### src/pll_clock_setup_defs.vh
// register map, field layout and reset values of the clock setup block
`ifndef PLL_CLOCK_SETUP_DEFS_VH
`define PLL_CLOCK_SETUP_DEFS_VH

// register byte offsets
`define OFS_STATUS        8'h00
`define OFS_IRQ_MASK      8'h04
`define OFS_PLL_A_CONFIG  8'h08
`define OFS_PLL_B_CONFIG  8'h0C
`define OFS_MASTER_CLOCK  8'h10

// pll a configuration word
`define PLLA_DIV_LSB      0
`define PLLA_DIV_MSB      7
`define PLLA_CNT_LSB      8
`define PLLA_CNT_MSB      13
`define PLLA_MUL_LSB      16
`define PLLA_MUL_MSB      26
`define PLLA_SRC_BIT      29

// pll b configuration word
`define PLLB_DIV_LSB      0
`define PLLB_DIV_MSB      7
`define PLLB_CNT_LSB      8
`define PLLB_CNT_MSB      13
`define PLLB_RNG_LSB      14
`define PLLB_RNG_MSB      15
`define PLLB_MUL_LSB      16
`define PLLB_MUL_MSB      26
`define PLLB_USB_LSB      28
`define PLLB_USB_MSB      29

// master clock word
`define MCK_CSS_LSB       0
`define MCK_CSS_MSB       1
`define MCK_CSS_SLOW      2'h0

// status and mask layout
`define ST_LOCK_A_EV      0
`define ST_LOCK_B_EV      1
`define ST_LOCK_A_LVL     16
`define ST_LOCK_B_LVL     17
`define IRQ_BITS_MASK     32'h00000003

// usb divider codes
`define USB_DIV_1         2'h0
`define USB_DIV_2         2'h1
`define USB_DIV_4         2'h2

// reset values
`define PLL_CONFIG_RESET  32'h00000000
`define MCK_RESET         32'h00000000

`endif

### src/pll_lock_timer.v
// lock counter for one pll, counting slow clock ticks after a config write
`timescale 1ns/1ps
`default_nettype none
module pll_lock_timer #(
  parameter CW = 6
) (
  input  wire          pclk,
  input  wire          presetn,
  input  wire          load,
  input  wire [CW-1:0] count,
  input  wire          slow_tick,
  output reg           locked,
  output reg           lock_event
);

  reg [CW-1:0] cnt_r;
  reg          busy_r;

  always @(posedge pclk or negedge presetn) begin
    if (!presetn) begin
      cnt_r      <= {CW{1'b0}};
      busy_r     <= 1'b0;
      locked     <= 1'b0;
      lock_event <= 1'b0;
    end else begin
      lock_event <= 1'b0;
      if (load) begin
        // every write restarts from the new count
        cnt_r  <= count;
        busy_r <= 1'b1;
        locked <= 1'b0;
      end else if (busy_r && cnt_r == {CW{1'b0}}) begin
        busy_r     <= 1'b0;
        locked     <= 1'b1;
        lock_event <= 1'b1;
      end else if (busy_r && slow_tick) begin
        cnt_r <= cnt_r - {{(CW-1){1'b0}}, 1'b1};
      end
    end
  end

endmodule
`default_nettype wire

### src/pulse_divider.v
// divides a stream of one-cycle pulses by a programmable factor
`timescale 1ns/1ps
`default_nettype none
module pulse_divider #(
  parameter DW = 8
) (
  input  wire          pclk,
  input  wire          presetn,
  input  wire          in_pulse,
  input  wire [DW-1:0] factor,
  output reg           out_pulse
);

  reg [DW-1:0] cnt_r;

  always @(posedge pclk or negedge presetn) begin
    if (!presetn) begin
      cnt_r     <= {DW{1'b0}};
      out_pulse <= 1'b0;
    end else begin
      out_pulse <= 1'b0;
      if (factor == {DW{1'b0}}) begin
        // zero factor keeps the divider off
        cnt_r <= {DW{1'b0}};
      end else if (in_pulse) begin
        if (cnt_r >= factor - {{(DW-1){1'b0}}, 1'b1}) begin
          cnt_r     <= {DW{1'b0}};
          out_pulse <= 1'b1;
        end else begin
          cnt_r <= cnt_r + {{(DW-1){1'b0}}, 1'b1};
        end
      end
    end
  end

endmodule
`default_nettype wire

### src/pll_clock_setup.v
// pll configuration, lock timing, usb divider and master clock select
//
// Chosen here: the register offsets and the APB interface to the registers.
`timescale 1ns/1ps
`include "pll_clock_setup_defs.vh"
`default_nettype none
module pll_clock_setup #(
  parameter CW = 6,
  parameter DW = 8,
  parameter MW = 11
) (
  input  wire          pclk,
  input  wire          presetn,
  input  wire          psel,
  input  wire          penable,
  input  wire          pwrite,
  input  wire [7:0]    paddr,
  input  wire [31:0]   pwdata,
  output wire          pready,
  output wire          pslverr,
  output reg  [31:0]   prdata,
  input  wire          slow_clk,
  input  wire          main_clk,
  input  wire          pll_b_clk,
  output wire          irq,
  output wire          pll_a_locked,
  output wire          pll_b_locked,
  output reg           pll_a_source_sel,
  output reg  [MW-1:0] pll_a_multiplier,
  output reg  [DW-1:0] pll_a_divider,
  output reg           pll_a_on,
  output reg  [MW:0]   pll_a_factor,
  output reg  [MW-1:0] pll_b_multiplier,
  output reg  [DW-1:0] pll_b_divider,
  output reg  [1:0]    pll_b_range_sel,
  output reg           pll_b_on,
  output reg  [MW:0]   pll_b_factor,
  output reg  [1:0]    usb_clock_divider,
  output reg  [1:0]    master_clock_source_sel,
  output wire          pll_a_ref_pulse,
  output wire          pll_b_ref_pulse,
  output wire          usb_clk_pulse
);

  ////////////////////////////////////////////////////////////////////////////
  // input synchronisers and edge detectors

  reg [1:0] slow_sync_r;
  reg       slow_prev_r;
  reg [1:0] main_sync_r;
  reg       main_prev_r;
  reg [1:0] pllb_sync_r;
  reg       pllb_prev_r;

  always @(posedge pclk or negedge presetn) begin
    if (!presetn) begin
      slow_sync_r <= 2'h0;
      slow_prev_r <= 1'b0;
      main_sync_r <= 2'h0;
      main_prev_r <= 1'b0;
      pllb_sync_r <= 2'h0;
      pllb_prev_r <= 1'b0;
    end else begin
      slow_sync_r <= {slow_sync_r[0], slow_clk};
      slow_prev_r <= slow_sync_r[1];
      main_sync_r <= {main_sync_r[0], main_clk};
      main_prev_r <= main_sync_r[1];
      pllb_sync_r <= {pllb_sync_r[0], pll_b_clk};
      pllb_prev_r <= pllb_sync_r[1];
    end
  end

  // only the second stage is looked at
  wire slow_tick = slow_sync_r[1] & ~slow_prev_r;
  wire main_rise = main_sync_r[1] & ~main_prev_r;
  wire pllb_rise = pllb_sync_r[1] & ~pllb_prev_r;

  ////////////////////////////////////////////////////////////////////////////
  // apb slave: zero wait states, error on unmapped offsets

  wire setup_ph  = psel & ~penable;
  wire access_ph = psel & penable;
  wire wr_en     = access_ph & pwrite;

  reg  addr_ok;
  always @* begin
    case (paddr)
      `OFS_STATUS,
      `OFS_IRQ_MASK,
      `OFS_PLL_A_CONFIG,
      `OFS_PLL_B_CONFIG,
      `OFS_MASTER_CLOCK: addr_ok = 1'b1;
      default:           addr_ok = 1'b0;
    endcase
  end

  assign pready  = 1'b1;
  assign pslverr = access_ph & ~addr_ok;

  wire wr_stat = wr_en & (paddr == `OFS_STATUS);
  wire wr_mask = wr_en & (paddr == `OFS_IRQ_MASK);
  wire wr_plla = wr_en & (paddr == `OFS_PLL_A_CONFIG);
  wire wr_pllb = wr_en & (paddr == `OFS_PLL_B_CONFIG);
  wire wr_mck  = wr_en & (paddr == `OFS_MASTER_CLOCK);

  ////////////////////////////////////////////////////////////////////////////
  // configuration registers

  reg [CW-1:0] pll_a_lock_count;
  reg [CW-1:0] pll_b_lock_count;
  reg [31:0]   mask_r;

  always @(posedge pclk or negedge presetn) begin
    if (!presetn) begin
      pll_a_source_sel        <= 1'b0;
      pll_a_multiplier        <= {MW{1'b0}};
      pll_a_divider           <= {DW{1'b0}};
      pll_a_lock_count        <= {CW{1'b0}};
      pll_b_multiplier        <= {MW{1'b0}};
      pll_b_divider           <= {DW{1'b0}};
      pll_b_lock_count        <= {CW{1'b0}};
      pll_b_range_sel         <= 2'h0;
      usb_clock_divider       <= 2'h0;
      master_clock_source_sel <= `MCK_CSS_SLOW;
      mask_r                  <= 32'h00000000;
    end else begin
      if (wr_plla) begin
        // all fields in one write
        pll_a_source_sel <= pwdata[`PLLA_SRC_BIT];
        pll_a_multiplier <= pwdata[`PLLA_MUL_MSB:`PLLA_MUL_LSB];
        pll_a_divider    <= pwdata[`PLLA_DIV_MSB:`PLLA_DIV_LSB];
        pll_a_lock_count <= pwdata[`PLLA_CNT_MSB:`PLLA_CNT_LSB];
      end
      if (wr_pllb) begin
        pll_b_multiplier  <= pwdata[`PLLB_MUL_MSB:`PLLB_MUL_LSB];
        pll_b_divider     <= pwdata[`PLLB_DIV_MSB:`PLLB_DIV_LSB];
        pll_b_lock_count  <= pwdata[`PLLB_CNT_MSB:`PLLB_CNT_LSB];
        pll_b_range_sel   <= pwdata[`PLLB_RNG_MSB:`PLLB_RNG_LSB];
        usb_clock_divider <= pwdata[`PLLB_USB_MSB:`PLLB_USB_LSB];
      end
      if (wr_mck) begin
        master_clock_source_sel <= pwdata[`MCK_CSS_MSB:`MCK_CSS_LSB];
      end
      if (wr_mask) begin
        mask_r <= pwdata & `IRQ_BITS_MASK;
      end
    end
  end

  ////////////////////////////////////////////////////////////////////////////
  // pll enables and multiplication factors

  always @(posedge pclk or negedge presetn) begin
    if (!presetn) begin
      pll_a_on     <= 1'b0;
      pll_a_factor <= {(MW+1){1'b0}};
      pll_b_on     <= 1'b0;
      pll_b_factor <= {(MW+1){1'b0}};
    end else begin
      pll_a_on     <= (pll_a_multiplier != {MW{1'b0}});
      pll_a_factor <= {1'b0, pll_a_multiplier} + {{MW{1'b0}}, 1'b1};
      // zero multiplier keeps pll b off
      pll_b_on     <= (pll_b_multiplier != {MW{1'b0}});
      pll_b_factor <= (pll_b_multiplier == {MW{1'b0}}) ? {(MW+1){1'b0}} :
                      {1'b0, pll_b_multiplier} + {{MW{1'b0}}, 1'b1};
    end
  end

  ////////////////////////////////////////////////////////////////////////////
  // lock counters: a write always restarts, which covers field changes

  wire lock_a_ev;
  wire lock_b_ev;

  pll_lock_timer #(.CW(CW)) lock_a (
    .pclk       (pclk),
    .presetn    (presetn),
    .load       (wr_plla),
    .count      (pwdata[`PLLA_CNT_MSB:`PLLA_CNT_LSB]),
    .slow_tick  (slow_tick),
    .locked     (pll_a_locked),
    .lock_event (lock_a_ev)
  );

  pll_lock_timer #(.CW(CW)) lock_b (
    .pclk       (pclk),
    .presetn    (presetn),
    .load       (wr_pllb),
    .count      (pwdata[`PLLB_CNT_MSB:`PLLB_CNT_LSB]),
    .slow_tick  (slow_tick),
    .locked     (pll_b_locked),
    .lock_event (lock_b_ev)
  );

  ////////////////////////////////////////////////////////////////////////////
  // reference dividers and usb divider

  pulse_divider #(.DW(DW)) div_a (
    .pclk      (pclk),
    .presetn   (presetn),
    .in_pulse  (main_rise),
    .factor    (pll_a_divider),
    .out_pulse (pll_a_ref_pulse)
  );

  // pll b reference is the main clock through divider b
  pulse_divider #(.DW(DW)) div_b (
    .pclk      (pclk),
    .presetn   (presetn),
    .in_pulse  (main_rise),
    .factor    (pll_b_divider),
    .out_pulse (pll_b_ref_pulse)
  );

  reg [2:0] usb_factor;
  always @* begin
    case (usb_clock_divider)
      `USB_DIV_1: usb_factor = 3'h1;
      `USB_DIV_2: usb_factor = 3'h2;
      `USB_DIV_4: usb_factor = 3'h4;
      default:    usb_factor = 3'h4;   // reserved code treated as four
    endcase
  end

  pulse_divider #(.DW(3)) div_usb (
    .pclk      (pclk),
    .presetn   (presetn),
    .in_pulse  (pllb_rise),
    .factor    (usb_factor),
    .out_pulse (usb_clk_pulse)
  );

  ////////////////////////////////////////////////////////////////////////////
  // sticky lock events, write one to clear, set wins over clear

  reg [1:0] ev_r;
  always @(posedge pclk or negedge presetn) begin
    if (!presetn) begin
      ev_r <= 2'h0;
    end else begin
      ev_r[`ST_LOCK_A_EV] <= lock_a_ev |
        (ev_r[`ST_LOCK_A_EV] & ~(wr_stat & pwdata[`ST_LOCK_A_EV]));
      ev_r[`ST_LOCK_B_EV] <= lock_b_ev |
        (ev_r[`ST_LOCK_B_EV] & ~(wr_stat & pwdata[`ST_LOCK_B_EV]));
    end
  end

  assign irq = |(ev_r & mask_r[1:0]);

  ////////////////////////////////////////////////////////////////////////////
  // read data, registered in the setup phase

  reg [31:0] status_word;
  reg [31:0] rd_mux;
  always @* begin
    status_word = 32'h00000000;
    status_word[`ST_LOCK_A_EV]  = ev_r[`ST_LOCK_A_EV];
    status_word[`ST_LOCK_B_EV]  = ev_r[`ST_LOCK_B_EV];
    status_word[`ST_LOCK_A_LVL] = pll_a_locked;
    status_word[`ST_LOCK_B_LVL] = pll_b_locked;
    rd_mux = 32'h00000000;
    case (paddr)
      `OFS_STATUS:   rd_mux = status_word;
      `OFS_IRQ_MASK: rd_mux = mask_r;
      `OFS_PLL_A_CONFIG: begin
        rd_mux[`PLLA_SRC_BIT] = pll_a_source_sel;
        rd_mux[`PLLA_MUL_MSB:`PLLA_MUL_LSB] = pll_a_multiplier;
        rd_mux[`PLLA_CNT_MSB:`PLLA_CNT_LSB] = pll_a_lock_count;
        rd_mux[`PLLA_DIV_MSB:`PLLA_DIV_LSB] = pll_a_divider;
      end
      `OFS_PLL_B_CONFIG: begin
        rd_mux[`PLLB_USB_MSB:`PLLB_USB_LSB] = usb_clock_divider;
        rd_mux[`PLLB_MUL_MSB:`PLLB_MUL_LSB] = pll_b_multiplier;
        rd_mux[`PLLB_RNG_MSB:`PLLB_RNG_LSB] = pll_b_range_sel;
        rd_mux[`PLLB_CNT_MSB:`PLLB_CNT_LSB] = pll_b_lock_count;
        rd_mux[`PLLB_DIV_MSB:`PLLB_DIV_LSB] = pll_b_divider;
      end
      `OFS_MASTER_CLOCK:
        rd_mux[`MCK_CSS_MSB:`MCK_CSS_LSB] = master_clock_source_sel;
      default: rd_mux = 32'h00000000;
    endcase
  end

  always @(posedge pclk or negedge presetn) begin
    if (!presetn) begin
      prdata <= 32'h00000000;
    end else if (setup_ph && !pwrite) begin
      prdata <= rd_mux;
    end
  end

endmodule
`default_nettype wire

### config.mk
export PLATFORM = sky130hd
export DESIGN_NAME = pll_clock_setup
export DESIGN_NICKNAME = d
export VERILOG_FILES = /design/src/pll_lock_timer.v /design/src/pulse_divider.v /design/src/pll_clock_setup.v
export VERILOG_INCLUDE_DIRS = /design/src
export SDC_FILE = /design/constraint.sdc
export NUM_CORES = 1
export LEC_CHECK = 0
export BUFFER_PORTS_ARGS = -buffer_cell sky130_fd_sc_hd__buf_2
export CORE_UTILIZATION = 50
export CTS_BUF_LIST = sky130_fd_sc_hd__clkbuf_8 sky130_fd_sc_hd__clkbuf_16
export DETAILED_ROUTE_END_ITERATION = 10
export PLACE_DENSITY = 0.74
export SLEW_MARGIN = 20
export SYNTH_ARGS = -nofsm -noshare
export SYNTH_HDL_FRONTEND = slang
export SYNTH_HIERARCHICAL = 1
export SYNTH_SLANG_ARGS = --single-unit
export TNS_END_PERCENT = 100
### constraint.sdc
create_clock -name pclk -period 3.2 [get_ports pclk]
set_clock_uncertainty 0.15 [all_clocks]
set_input_delay 0.16 -clock pclk [delete_from_list [all_inputs] [get_ports pclk]]
set_output_delay 0.16 -clock pclk [all_outputs]
set_load 0.1 [all_outputs]
== Word-level counts from Yosys, hierarchy flattened ==
Cells that the tools add are included.
Word-level totals
  register bits: 165
  bits of input ports: 48
  output and inout bits: 111
  logic and storage cells: 155
Operators by class
  add/sub/neg operators: 10
  $lt $le $gt $ge: 3
  equality and inequality tests: 7
  mux-type cells: 45
  bitwise gates (word level): 26
  reduce and logical (&&, ||, !) cells: 27
Operators by type and width (number)
  $mux W8: 6
  $mux W6: 6
  $pmux W11 S3: 1
  $add A11 B1 Y12 const B: 2
  $logic_not A8 Y1: 3
  $pmux W12 S2: 1
  $mux W1: 23
  $reduce_bool A11 Y1: 2
  $add A8 B1 Y8 const B: 2
  $and A1 B1 Y1: 16
  $eq A8 B4 Y1 const B: 2
  $ge A8 B8 Y1: 2
  $sub A8 B1 Y8 const B: 2
  $reduce_bool A2 Y1: 7
  $logic_not A6 Y1: 2
  $mux W12: 1
  $sub A6 B1 Y6 const B: 2
  $logic_not A11 Y1: 1
  $pmux W2 S5: 1
  $mux W3: 3
  $eq A8 B3 Y1 const B: 1
  $eq A8 B5 Y1 const B: 1
  $not A1 Y1: 7
  $pmux W3 S2: 1
  other kinds (16): 23

== Logic depth before layout (Yosys ltp) ==
Gate-level depths: netlist (run 1).
  word-level depth: 7
  gate-level depth with buffers: 12
  mapped depth without buffers: 11

== By module ==
The synthesis (run 1) kept the hierarchy.
By module, submodules not included
  pll_clock_setup: times used 1, cells an instance 408, area each 5251.3 um^2, seq. area each 3128.0 um^2
  pulse_divider (div_a ...): times used 2, cells an instance 91, area each 805.8 um^2, seq. area each 225.2 um^2
  pll_lock_timer: times used 2, cells an instance 58, area each 543.0 um^2, seq. area each 225.2 um^2
  pulse_divider (div_usb): times used 1, cells an instance 30, area each 302.8 um^2, seq. area each 100.1 um^2

== Least setup slack after synthesis (run 1) ==
OpenSTA, ideal clock, no wires.
  kind: register -> register
  from: reg pll_b_divider[5]
  to: reg div_b.cnt_r[2]
  library setup time: 0.145 ns
  data arrival time: 2.973 ns
  data required time: 2.905 ns
  slack: -0.069 ns
  stages on the path, launching flop included: 10
  buffers on the path: 1
  period minus slack after synthesis: 3.269 ns
  cell sequence: dfrtp_1 -> or4_4 -> nor4_1 -> xnor2_1 -> ha_1 -> nand2_1 -> o41a_2 -> buf_4 -> nand3b_1 -> a31oi_1
Between the ends
  cells in the longest elaborated chain, start to end: 5
  elaborated cells on any way between the ends: 7
  classes of those cells: add/sub (1); order compare (1); mux (3); reduce/logical (2)
Ends and longest elaborated chain
  start: declaration: line pll_clock_setup.v:34  | output reg [DW-1:0] pll_b_divider,
  start signal: assignment: line pll_clock_setup.v:120  | pll_b_divider <= {DW{1'b0}};
  start signal: assignment: line pll_clock_setup.v:136  | pll_b_divider <= pwdata[`PLLB_DIV_MSB:`PLLB_DIV_LSB];
  $sub A8 B1 Y8: line pulse_divider.v:26  | if (cnt_r >= factor - {{(DW-1){1'b0}}, 1'b1}) begin
  $ge A8 B8 Y1: line pulse_divider.v:26
  $mux W8: line pulse_divider.v:26
  $mux W8: line pulse_divider.v:25  | end else if (in_pulse) begin
  $mux W8: line pulse_divider.v:22  | if (factor == {DW{1'b0}}) begin
  end signal: assignment: line pulse_divider.v:24  | cnt_r <= {DW{1'b0}};
  end signal: assignment: line pulse_divider.v:27  | cnt_r <= {DW{1'b0}};
  end signal: assignment: line pulse_divider.v:30  | cnt_r <= cnt_r + {{(DW-1){1'b0}}, 1'b1};
  end: declaration: line pulse_divider.v:14  | reg [DW-1:0] cnt_r;
Several ways; a longest one is shown, not always the timed one. The select of a mux whose other input is x is not followed.
A chain may end at the register's enable or synchronous reset.

== Worst setup path after layout (run 1) ==
  from: reg pll_a_divider[5]
  to: reg div_a.out_pulse
Between the ends
  cells in the longest elaborated chain, start to end: 5
  elaborated cells on any way between the ends: 6
  classes of those cells: add/sub (1); order compare (1); mux (3); reduce/logical (1)
Ends and longest elaborated chain
  start: declaration: line pll_clock_setup.v:30  | output reg [DW-1:0] pll_a_divider,
  start signal: assignment: line pll_clock_setup.v:117  | pll_a_divider <= {DW{1'b0}};
  start signal: assignment: line pll_clock_setup.v:131  | pll_a_divider <= pwdata[`PLLA_DIV_MSB:`PLLA_DIV_LSB];
  $sub A8 B1 Y8: line pulse_divider.v:26
  $ge A8 B8 Y1: line pulse_divider.v:26
  $mux W1: line pulse_divider.v:26
  $mux W1: line pulse_divider.v:25
  $mux W1 (*): line pulse_divider.v:22
  end signal: assignment: line pulse_divider.v:19  | out_pulse <= 1'b0;
  end signal: assignment: line pulse_divider.v:21  | out_pulse <= 1'b0;
  end signal: assignment: line pulse_divider.v:28  | out_pulse <= 1'b1;
  end: declaration: line pulse_divider.v:11  | output reg out_pulse
Every way passes the cells marked *; elsewhere a longest branch is shown, timed or not.

==> impl_results.md, run 1 <==
- Status: complete, no violations
- First-pass GRT wire length: 31.5 mm
- RSZ-0062 raised after global routing: no
- Detailed Route Iter0 Violations: 424
- FP Rows: 46
- Mapped cell area: 0.00825 sq mm
- Clk Latency, worst-skew pair: 420 ps
- Count of final setup violators: 0
- Detailed-route wire length: 19.9 mm
- Final nets: 998
- Most frequent cells in the layout: dfrtp_1 (159), buf_2 (150), nand2_1 (50)
- DIE AREA: 0.0170 sq mm
- Critical path type: reg -> reg
- Inserted Clock Buffers: 17
- Avg Vias per Cell: 5.45
- Yosys reg bits: 165
- Share of cells above drive strength 1: 30.1%
- Lkg Pwr: 5.15 nW
- Seq/Total Area, Yosys: 50.0%
- Gpl congestion: 0.850
- Startpoint Class: flop
- Clock Path Buffers: 2
- CP endpoint kind: flop
- Hold_ws: 40.8 ps
- CTS tree: done
- Post-Synthesis Cells: 736
- Period minus WS final: 2930 ps
- Final worst slack: 272 ps
- Starting Density: 51.6%
- I/O pin total: 159
- Post-synth EDFFs: 0
- Clock sink count: 165
- Pre-CTS setup slack: 298 ps
- Slew @ Worst Pin: 808 ps
- N_diodes: 0
- Area leader, netlist: dfrtp_1
- Total GRT Usage: 24.4%
- Multi-input logic area: 0.00380 sq mm
- Arr. time, crit path: 3140 ps
- DRT Pass-1 Iters: 5
- H-tree levels: 4
- Final Cell Area: 0.0101 sq mm
- Number of global-route vias before repair: 6000
- HPWL Detailed: 13.9 mm
- Slew Viols, Final: 0
- Port Buffers: 151
- Maxcap violations: 0
- Async SR Flop Fraction: 100%
- DRC viols: 0
- Maximum fanout along the worst path: 13
- Fill cells: 1258
- CTS Root Cell: clkbuf_16
- Core box area: 0.0160 sq mm
- PD cells: 463 mW/mm^2
- Initial antenna violation count: 0
- Final Hold Fails: 0
- Area Growth Syn to Fin: 22.7%
- Yosys cell types: 67
- Post-synth top area share: 50.0%
- Die width: 130 um
- Clock transition at the registers of the reported paths: 60 ps
- Pin count of the biggest net entering global routing: 82
- Via count: 6234
- Worst vdd ir: 395 uV
- FMAX: 0.342 GHz
- Ys flop type: dfrtp_1
- Resized Gates After CTS: 0
- Slew headroom: 46.1%
- Hold Path Class: in -> reg
- Register area: 0.00414 sq mm
- Die height: 130 um
- Synth area leaders: dfrtp_1 (50%), ha_1 (5.5%), mux2_2 (5.2%)
- Area after DPL: 0.00920 sq mm
- YS warnings: 6
- Avg Cell Area, Syn: 11.2 sq um
- Worst endpoint required time: 3410 ps
- Tcrit/Tclk final: 91.5%
- Total grt overflow: 0
- Commonest non-fill, non-tap cell in the layout: dfrtp_1
- Sum Neg Setup Slack: 0 ps
- Antenna-violating nets left: 0
- Routed wire per std cell: 17.4 um
-- area by class of cell --
| cell class | count | share of cell area [%] |
|---|---|---|
| multi-input combinational | 502 | 37.5 |
| clock inverter | 12 | 1.26 |
| tap | 216 | 2.67 |
| sequential | 165 | 40.9 |
| timing repair buffer | 198 | 12.0 |
| clock buffer | 20 | 4.61 |
| inverter | 30 | 1.11 |
-- metal layers --
| layer | track usage (%) | wire, um | share of wire, % |
|---|---|---|---|
| met1 | 33.1 | 8950 | 45 |
| met2 | 38.9 | 9520 | 48 |
| met3 | 5.86 | 968 | 4.9 |
| met4 | 7.78 | 441 | 2.2 |
| met5 | 0 | 0 | 0 |
-- cell usage after synthesis, types with 3 or more instances --
master    instances
buf_2             3
mux2i_1          26
nand2_1          50
clkbuf_1         26
nor3_4            3
dfrtp_1         165
nor4b_1           3
and3_1            6
xnor2_1          25
nor2b_1          16
nor3_1           11
buf_4             6
nor4_1            5
or4_4             3
nand3b_1          3
ha_1             36
inv_1            30
a21oi_1          18
and4_1            3
nand4b_1          3
buf_6             5
nand4_1           7
nand3_1          48
o21ai_0          29
mux2_2           38
a22oi_1           6
mux2_1           13
a32o_1            3
mux2_4           10
nor2_1           39
xor2_1            8
nand2b_1         17
a31oi_1          14
o21a_1            4
-- what timing repair did --
| action | 4_1_cts | 5_1_grt |
|---|---|---|
| hold buffers | 33 | 0 |
| setup buffers | 0 | 0 |
| endpoints found under the hold margin | 154 | 0 |
-- worst paths after layout --
kind	start	endpoint	slack (ps)	depth (start not counted)
setup / recovery	pll_a_divider[5]$_DFFE_PN0P_	div_a/out_pulse$_DFF_PN0_	270	8
hold / removal	paddr[6]	ev_r[0]$_DFF_PN0_	40	4
setup reg to reg	pll_a_divider[5]$_DFFE_PN0P_	div_a/out_pulse$_DFF_PN0_	270	8
hold reg to reg	slow_sync_r[0]$_DFF_PN0_	slow_sync_r[1]$_DFF_PN0_	200	0
max in group asynchronous	presetn	pll_a_divider[2]$_DFFE_PN0P_	1900	3
min in group asynchronous	presetn	div_b/cnt_r[6]$_DFFE_PN0P_	190	2
-- flip-flops by register name, indices dropped and copies added, names as in the netlist, 3 cells and up --
signal            cells
lock_a/cnt_r          6
pll_a_multiplier     11
pll_a_divider         8
pll_b_divider         8
lock_b/cnt_r          6
pll_a_factor         12
pll_a_lock_count      6
pll_b_factor         12
pll_b_lock_count      6
div_usb/cnt_r         3
prdata               29
div_b/cnt_r           8
div_a/cnt_r           8
pll_b_multiplier     11
-- critical path: stages (launching register included) --
cell and delay, ps:
dfrtp_2 430, or4_4 580, nor4_1 270, xnor2_1 120, ha_1 300, nand2_1 70, o41a_2 600, nor2b_1 200
nor2b_1 140
-- per-stage QoR --
step | std cells | total power, mW | util [%]
3_3_place_gp | 1078 | 2.66 | 57.5
3_5_place_dp | 1078 | 2.67 | 57.5
6_report | 1143 | 4.69 | 63.3
2_1_floorplan | 738 | 2.52 | -
5_1_grt | 1143 | 4.86 | 63.3
4_1_cts | 1143 | 4.72 | 63.3
-- power by group --
part	internal, mW	switching, mW	leakage, nW	total (mW)
clock network	1.21	0.821	0.295	2.03
logic	0.147	0.347	2.66	0.494
registers	2.13	0.0389	2.19	2.16
total	3.48	1.21	5.15	4.69
-- cell families (layout without fill, tap and decap cells) --
group / Yosys count / count (layout) / share of synthesized area [%]
buffers and inverters: 71 / 260 / 4.00
adder cells (fa/ha/maj): 36 / 36 / 5.46
XOR/XNOR: 33 / 33 / 3.50
multiplexers: 87 / 87 / 11.9
other: 2 / 4 / 0.0910
AO/OA/AOI/OAI: 108 / 108 / 9.02
flip-flops: 165 / 165 / 50.0
AND/OR/NAND/NOR: 234 / 234 / 16.0
(Power assumes the default switching activity.)
==> inputs of run 2 (changes only) <==
==> constraint.sdc (replaced) <==
create_clock -name pclk -period 3.2 [get_ports pclk]
set_clock_uncertainty 0.15 [all_clocks]
set_input_delay 0.8 -clock pclk [delete_from_list [all_inputs] [get_ports pclk]]
set_output_delay 0.8 -clock pclk [all_outputs]
set_load 0.1 [all_outputs]
==> run 2 against run 1 <==
First-iteration DRC count shrank 7.3%; die area is the same; cell area shrank 2.4%; largest power group unchanged; combinational power shrank 5.3%; critical path depth is the same; register-to-register slack lost 30 ps; largest cell class unchanged.
==> impl_results.md, run 2 (synthesis results as in run 1) <==
- Die height: 130 um (unchanged)
- Period minus WS final: 2950 ps (+26.0 ps)
- Slowest Stage Delay on Critical Path: 600 ps (about the same)
- Postcts setup bufs: 0 (unchanged)
- Slowest CP cell: o41a_2
- Count of final setup violators: 0 (unchanged)
- Starting Density: 51.6% (unchanged)
- DRT Pass-1 Iters: 4 (-1)
- Maximum fanout along the worst path: 13 (unchanged)
- H-tree levels: 4 (unchanged)
- FP Rows: 46 (unchanged)
- CP endpoint kind: flop
- Worst vdd ir: 363 uV (-8.1%)
- Core box area: 0.0160 sq mm (unchanged)
- Final Hold Fails: 0 (unchanged)
- Crit-path most repeated cell: nor2b_1
- Avg Vias per Cell: 5.50 (+0.85%)
- Maxcap violations: 0 (unchanged)
- Number of global-route vias before repair: 5801 (-3.3%)
- Die width: 130 um (unchanged)
- Final nets: 969 (-2.9%)
- Status: complete, no violations
- Startpoint Class: flop
- Clock Path Buffers: 2 (unchanged)
- PD cells: 477 mW/mm^2 (+3.1%)
- Gpl congestion: 0.832 (-2.1%)
- Overall power: 4.72 mW (+0.56%)
- # hold bufs at CTS: 0 (-100%)
- Sequence of cells on the critical path: or4_4 -> nor4_1 -> xnor2_1 -> ha_1 -> nand2_1 -> o41a_2 -> nor2b_1 -> nor2b_1
- Arr. time, crit path: 3140 ps (about the same)
- Tcrit/Tclk final: 92.3% (+0.81 points)
- Pin count of the biggest net entering global routing: 60 (-27%)
- FMAX: 0.339 GHz (-0.88%)
- DRC viols: 0 (unchanged)
- Resized Gates After CTS: 0 (unchanged)
- Initial antenna violation count: 0 (unchanged)
- Share of cells above drive strength 1: 31.7% (+1.6 points)
- Hold Path Class: in -> async
- Biggest regs: prdata: 29 flops, pll_a_factor: 12 flops, pll_b_factor: 12 flops
- Total grt overflow: 0 (unchanged)
- Clock sink count: 165 (unchanged)
- Max FFs per register: 29 (unchanged)
- Port Buffers: 151 (unchanged)
- CTS tree: done
- Clk Latency, worst-skew pair: 420 ps (about the same)
- N_diodes: 0 (unchanged)
- Area after DPL: 0.00927 sq mm (+0.75%)
- Inserted Clock Buffers: 17 (unchanged)
- Via count: 6122 (-1.8%)
- Area Growth Syn to Fin: 19.7%
- Met3 global-route usage: 5.42% (-0.45 points)
- Fin util: 61.7% (-1.5 points)
- CP top delay family: simple AND/OR/NAND/NOR gates
- Critical path type: reg -> reg
- Worst endpoint required time: 3390 ps (-20 ps)
- DIE AREA: 0.0170 sq mm (unchanged)
- Met2 Use GR: 37.7% (-1.2 points)
- Slew @ Worst Pin: 807 ps (-1.71 ps)
- HPWL Detailed: 13.7 mm (-1.7%)
- Sum Neg Setup Slack: 0 ps (unchanged)
- Most frequent cells in the layout: dfrtp_1 (159), buf_2 (149), nand2_1 (50)
- Buf/Inv on CP: 0 (unchanged)
- CTS Root Cell: clkbuf_16
- Slew Viols, Final: 0 (unchanged)
- RSZ-0062 raised after global routing: no
- Top reg by flops: prdata
- Commonest non-fill, non-tap cell in the layout: dfrtp_1
- I/O pin total: 159 (unchanged)
- First-pass GRT wire length: 30.2 mm (-4.2%)
- Routed wire per std cell: 17.3 um (-0.25%)
- Total GRT Usage: 23.5% (-0.98 points)
- Hold_ws: 167 ps (+126 ps)
- Clock transition at the registers of the reported paths: 60 ps (about the same)
- Lkg Pwr: 5.05 nW (-1.9%)
- Detailed Route Iter0 Violations: 393 (-7.3%)
- Slew headroom: 46.1% (about the same)
- Final Cell Area: 0.00988 sq mm (-2.4%)
- M1 GR Usage: 31.8% (-1.3 points)
- GRT busiest layer: met2
- Detailed-route wire length: 19.3 mm (-2.9%)
- Antenna-violating nets left: 0 (unchanged)
[run 2: layout make-up]
type                    count  area [sq um]
flip-flops and latches    165          4140
fillers                  1332          6120
inverters                  30           113
well taps                 216           270
repair buffers            169           937
multi-input cells         502          3810
clock buffers              21           480
clock inverters            10           129
[run 2: final timing paths]
path                                                    from                               to  slack, ps  depth (start not counted)
worst max register to register  pll_a_divider[5]$_DFFE_PN0P_        div_a/out_pulse$_DFF_PN0_        250                          8
worst min-delay path                                 presetn       div_b/cnt_r[5]$_DFFE_PN0P_        170                          1
worst max-delay path            pll_a_divider[5]$_DFFE_PN0P_        div_a/out_pulse$_DFF_PN0_        250                          8
max in group asynchronous                            presetn  pll_a_multiplier[9]$_DFFE_PN0P_       2030                          2
min in group pclk                   main_sync_r[0]$_DFF_PN0_         main_sync_r[1]$_DFF_PN0_        200                          0
worst min register to register      main_sync_r[0]$_DFF_PN0_         main_sync_r[1]$_DFF_PN0_        200                          0
[run 2: worst reg2reg max path, stage by stage (launching register included)]
cell and delay, ps:
dfrtp_2 440, or4_4 580, nor4_1 240, xnor2_1 110
ha_1 300, nand2_1 70, o41a_2 600, nor2b_1 200
nor2b_1 180
[run 2: stage by stage]
step | cells | setup slack (ps)
after CTS | 1113 | 239
after detailed placement | 1082 | 218
after global placement | 1082 | 230
final | 1113 | 246
after global routing | 1113 | 109
after floorplan | 738 | 16.7
[run 2: per-layer routing]
layer	wire length, um	share of wire, %	vias up
li1	-	-	2908
met1	8970	46	3057
met2	9250	48	134
met3	779	4.0	23
met4	304	1.6	0
met5	0	0	-
[run 2: power breakdown]
group,switching [mW],internal (mW),total (mW)
logic,0.342,0.126,0.468
registers,0.0379,2.13,2.16
clock network,0.787,1.30,2.08
==> inputs of run 3 (changes only) <==
--- a/config.mk
+++ b/config.mk
@@ -11,6 +11,7 @@
 export CTS_BUF_LIST = sky130_fd_sc_hd__clkbuf_8 sky130_fd_sc_hd__clkbuf_16
 export DETAILED_ROUTE_END_ITERATION = 10
 export PLACE_DENSITY = 0.74
+export REMOVE_ABC_BUFFERS = 1
 export SLEW_MARGIN = 20
 export SYNTH_ARGS = -nofsm -noshare
 export SYNTH_HDL_FRONTEND = slang
==> run 3 against run 2 <==
Flip-flop and latch count unchanged; largest power group unchanged; clock power about the same; power increased by 0.54%.
==> impl_results.md, run 3 (synthesis results as in run 1) <==
- Resized Gates After CTS: 0 (unchanged)
- Most frequent cells in the layout: dfrtp_1 (165), buf_2 (149), nand2_1 (50)
- Arr. time, crit path: 3180 ps (+40 ps)
- FMAX: 0.337 GHz (-0.58%)
- Worst endpoint required time: 3400 ps (about the same)
- Clock sink count: 165 (unchanged)
- Startpoint Class: flop
- Starting Density: 51.6% (unchanged)
- # hold bufs at CTS: 0 (unchanged)
- CTS tree: done
- Via count: 6144 (+0.36%)
- Clk Latency, worst-skew pair: 430 ps (about the same)
- DRC viols: 0 (unchanged)
- Sum Neg Setup Slack: 0 ps (unchanged)
- Share of cells above drive strength 1: 31.2% (-0.51 points)
- Avg Vias per Cell: 5.49 (-0.27%)
- Initial antenna violation count: 0 (unchanged)
- Hold Path Class: in -> async
- Number of global-route vias before repair: 5835 (+0.59%)
- Met3 global-route usage: 4.32% (-1.1 points)
- Detailed-route wire length: 19.7 mm (+2.3%)
- Met2 Use GR: 38.5% (+0.81 points)
- Clock Path Buffers: 2 (unchanged)
- CP endpoint kind: flop
- Clock network power share: 44.5% (+0.3 points)
- Inserted Clock Buffers: 17 (unchanged)
- RSZ-0062 raised after global routing: no
- Critical path type: reg -> reg
- Period minus WS final: 2970 ps (+17.2 ps)
- Gpl congestion: 0.858 (+3.1%)
- H-tree levels: 4 (unchanged)
- Biggest regs: prdata: 29 flops, pll_a_factor: 12 flops, pll_b_factor: 12 flops
- Worst vdd ir: 451 uV (+24%)
- DRT Pass-1 Iters: 5 (+1)
- Max FFs per register: 29 (unchanged)
- Die width: 130 um (unchanged)
- Die height: 130 um (unchanged)
- R2r setup slk: 230 ps (-20 ps)
- Slew @ Worst Pin: 841 ps (+34.9 ps)
- Port Buffers: 151 (unchanged)
- Routed wire per std cell: 17.6 um (+1.6%)
- Seq pwr share: 45.6% (-0.3 points)
- Top reg by flops: prdata
- Slew Viols, Final: 0 (unchanged)
- HPWL Detailed: 14.2 mm (+4.0%)
- DIE AREA: 0.0170 sq mm (unchanged)
- Detailed Route Iter0 Violations: 345 (-12%)
- Final Hold Fails: 0 (unchanged)
- Lkg Pwr: 5.08 nW (+0.52%)
- Total grt overflow: 0 (unchanged)
- Clock transition at the registers of the reported paths: 70 ps (about the same)
- Core box area: 0.0160 sq mm (unchanged)
- Postcts setup bufs: 0 (unchanged)
- Maxcap violations: 0 (unchanged)
- CTS Root Cell: clkbuf_16
- Count of final setup violators: 0 (unchanged)
- Fin util: 61.9% (+0.15 points)
- Switching part of the total: 26.4% (+1.7 points)
- Combinational Power Share: 9.9% (about the same)
- Antenna-violating nets left: 0 (unchanged)
- Pint: 3.49 mW (-1.7%)
- Total GRT Usage: 24.2% (+0.78 points)
- PD cells: 479 mW/mm^2 (+0.30%)
- First-pass GRT wire length: 31.0 mm (+2.8%)
- I/O pin total: 159 (unchanged)
- Net switching power: 1.25 mW (+7.5%)
- Status: complete, no violations
- Tcrit/Tclk final: 92.9% (+0.54 points)
- Hold_ws: 147 ps (-20.2 ps)
- Area Growth Syn to Fin: 20.0%
- Maximum fanout along the worst path: 13 (unchanged)
- Final nets: 973 (+0.41%)
- Commonest non-fill, non-tap cell in the layout: dfrtp_1
- FP Rows: 46 (unchanged)
- Pin count of the biggest net entering global routing: 72 (+20%)
- GRT busiest layer: met2
- M1 GR Usage: 33.2% (+1.4 points)
- Slew headroom: 43.9% (-2.2 points)
- Overall power: 4.74 mW (+0.54%)
run 3: power groups by stage:
stage	combinational, mW	clock, mW	sequential [mW]
4_1_cts	0.473	2.14	2.16
5_1_grt	0.509	2.23	2.17
3_3_place_gp	0.466	0	2.20
2_1_floorplan	0.164	0	2.33
3_5_place_dp	0.472	0	2.20
6_report	0.469	2.11	2.16
run 3: final timing paths:
check | from | to | depth (start not counted)
max | pll_b_divider[5]$_DFFE_PN0P_ | div_b/out_pulse$_DFF_PN0_ | 8
min | presetn | pll_a_divider[6]$_DFFE_PN0P_ | 1
max in group asynchronous | presetn | pll_a_multiplier[1]$_DFFE_PN0P_ | 2
min in group pclk | slow_sync_r[0]$_DFF_PN0_ | slow_sync_r[1]$_DFF_PN0_ | 0
max reg2reg | pll_b_divider[5]$_DFFE_PN0P_ | div_b/out_pulse$_DFF_PN0_ | 8
min reg2reg | slow_sync_r[0]$_DFF_PN0_ | slow_sync_r[1]$_DFF_PN0_ | 0
run 3: layer usage:
| metal | part of all wire (%) | vias to the layer above | wire (um) |
|---|---|---|---|
| met5 | 0 | - | 0 |
| met4 | 2.2 | 0 | 439 |
| met3 | 3.7 | 29 | 733 |
| met2 | 49 | 149 | 9640 |
| met1 | 45 | 3036 | 8940 |
| li1 | - | 2930 | - |
run 3: final cells by class:
class                           instances  area, sq um
Inverter                               30          113
Tap cell                              216          270
Clock inverter                         15          179
Clock buffer                           17          425
Timing Repair Buffer                  173          980
Fill cell                            1332         6100
Multi-Input combinational cell        502         3800
Antenna cell                            2         5.00
Sequential cell                       165         4130
run 3: critical path, cell delays in order, from the launching register on:
cell,delay [ps]
dfrtp_1,450
or4_4,590
nor4_1,250
xnor2_1,130
ha_1,300
nand2_1,70
o41a_2,590
nor2b_1,210
nor2b_1,150
run 3: stage by stage:
stage,cells,worst slack (ps),area [sq um]
final,1120,229,9900
after global routing,1118,2.20,9900
after CTS,1118,221,9900
after detailed placement,1086,235,9290
after global placement,1086,303,9290
after floorplan,697,-166,8040
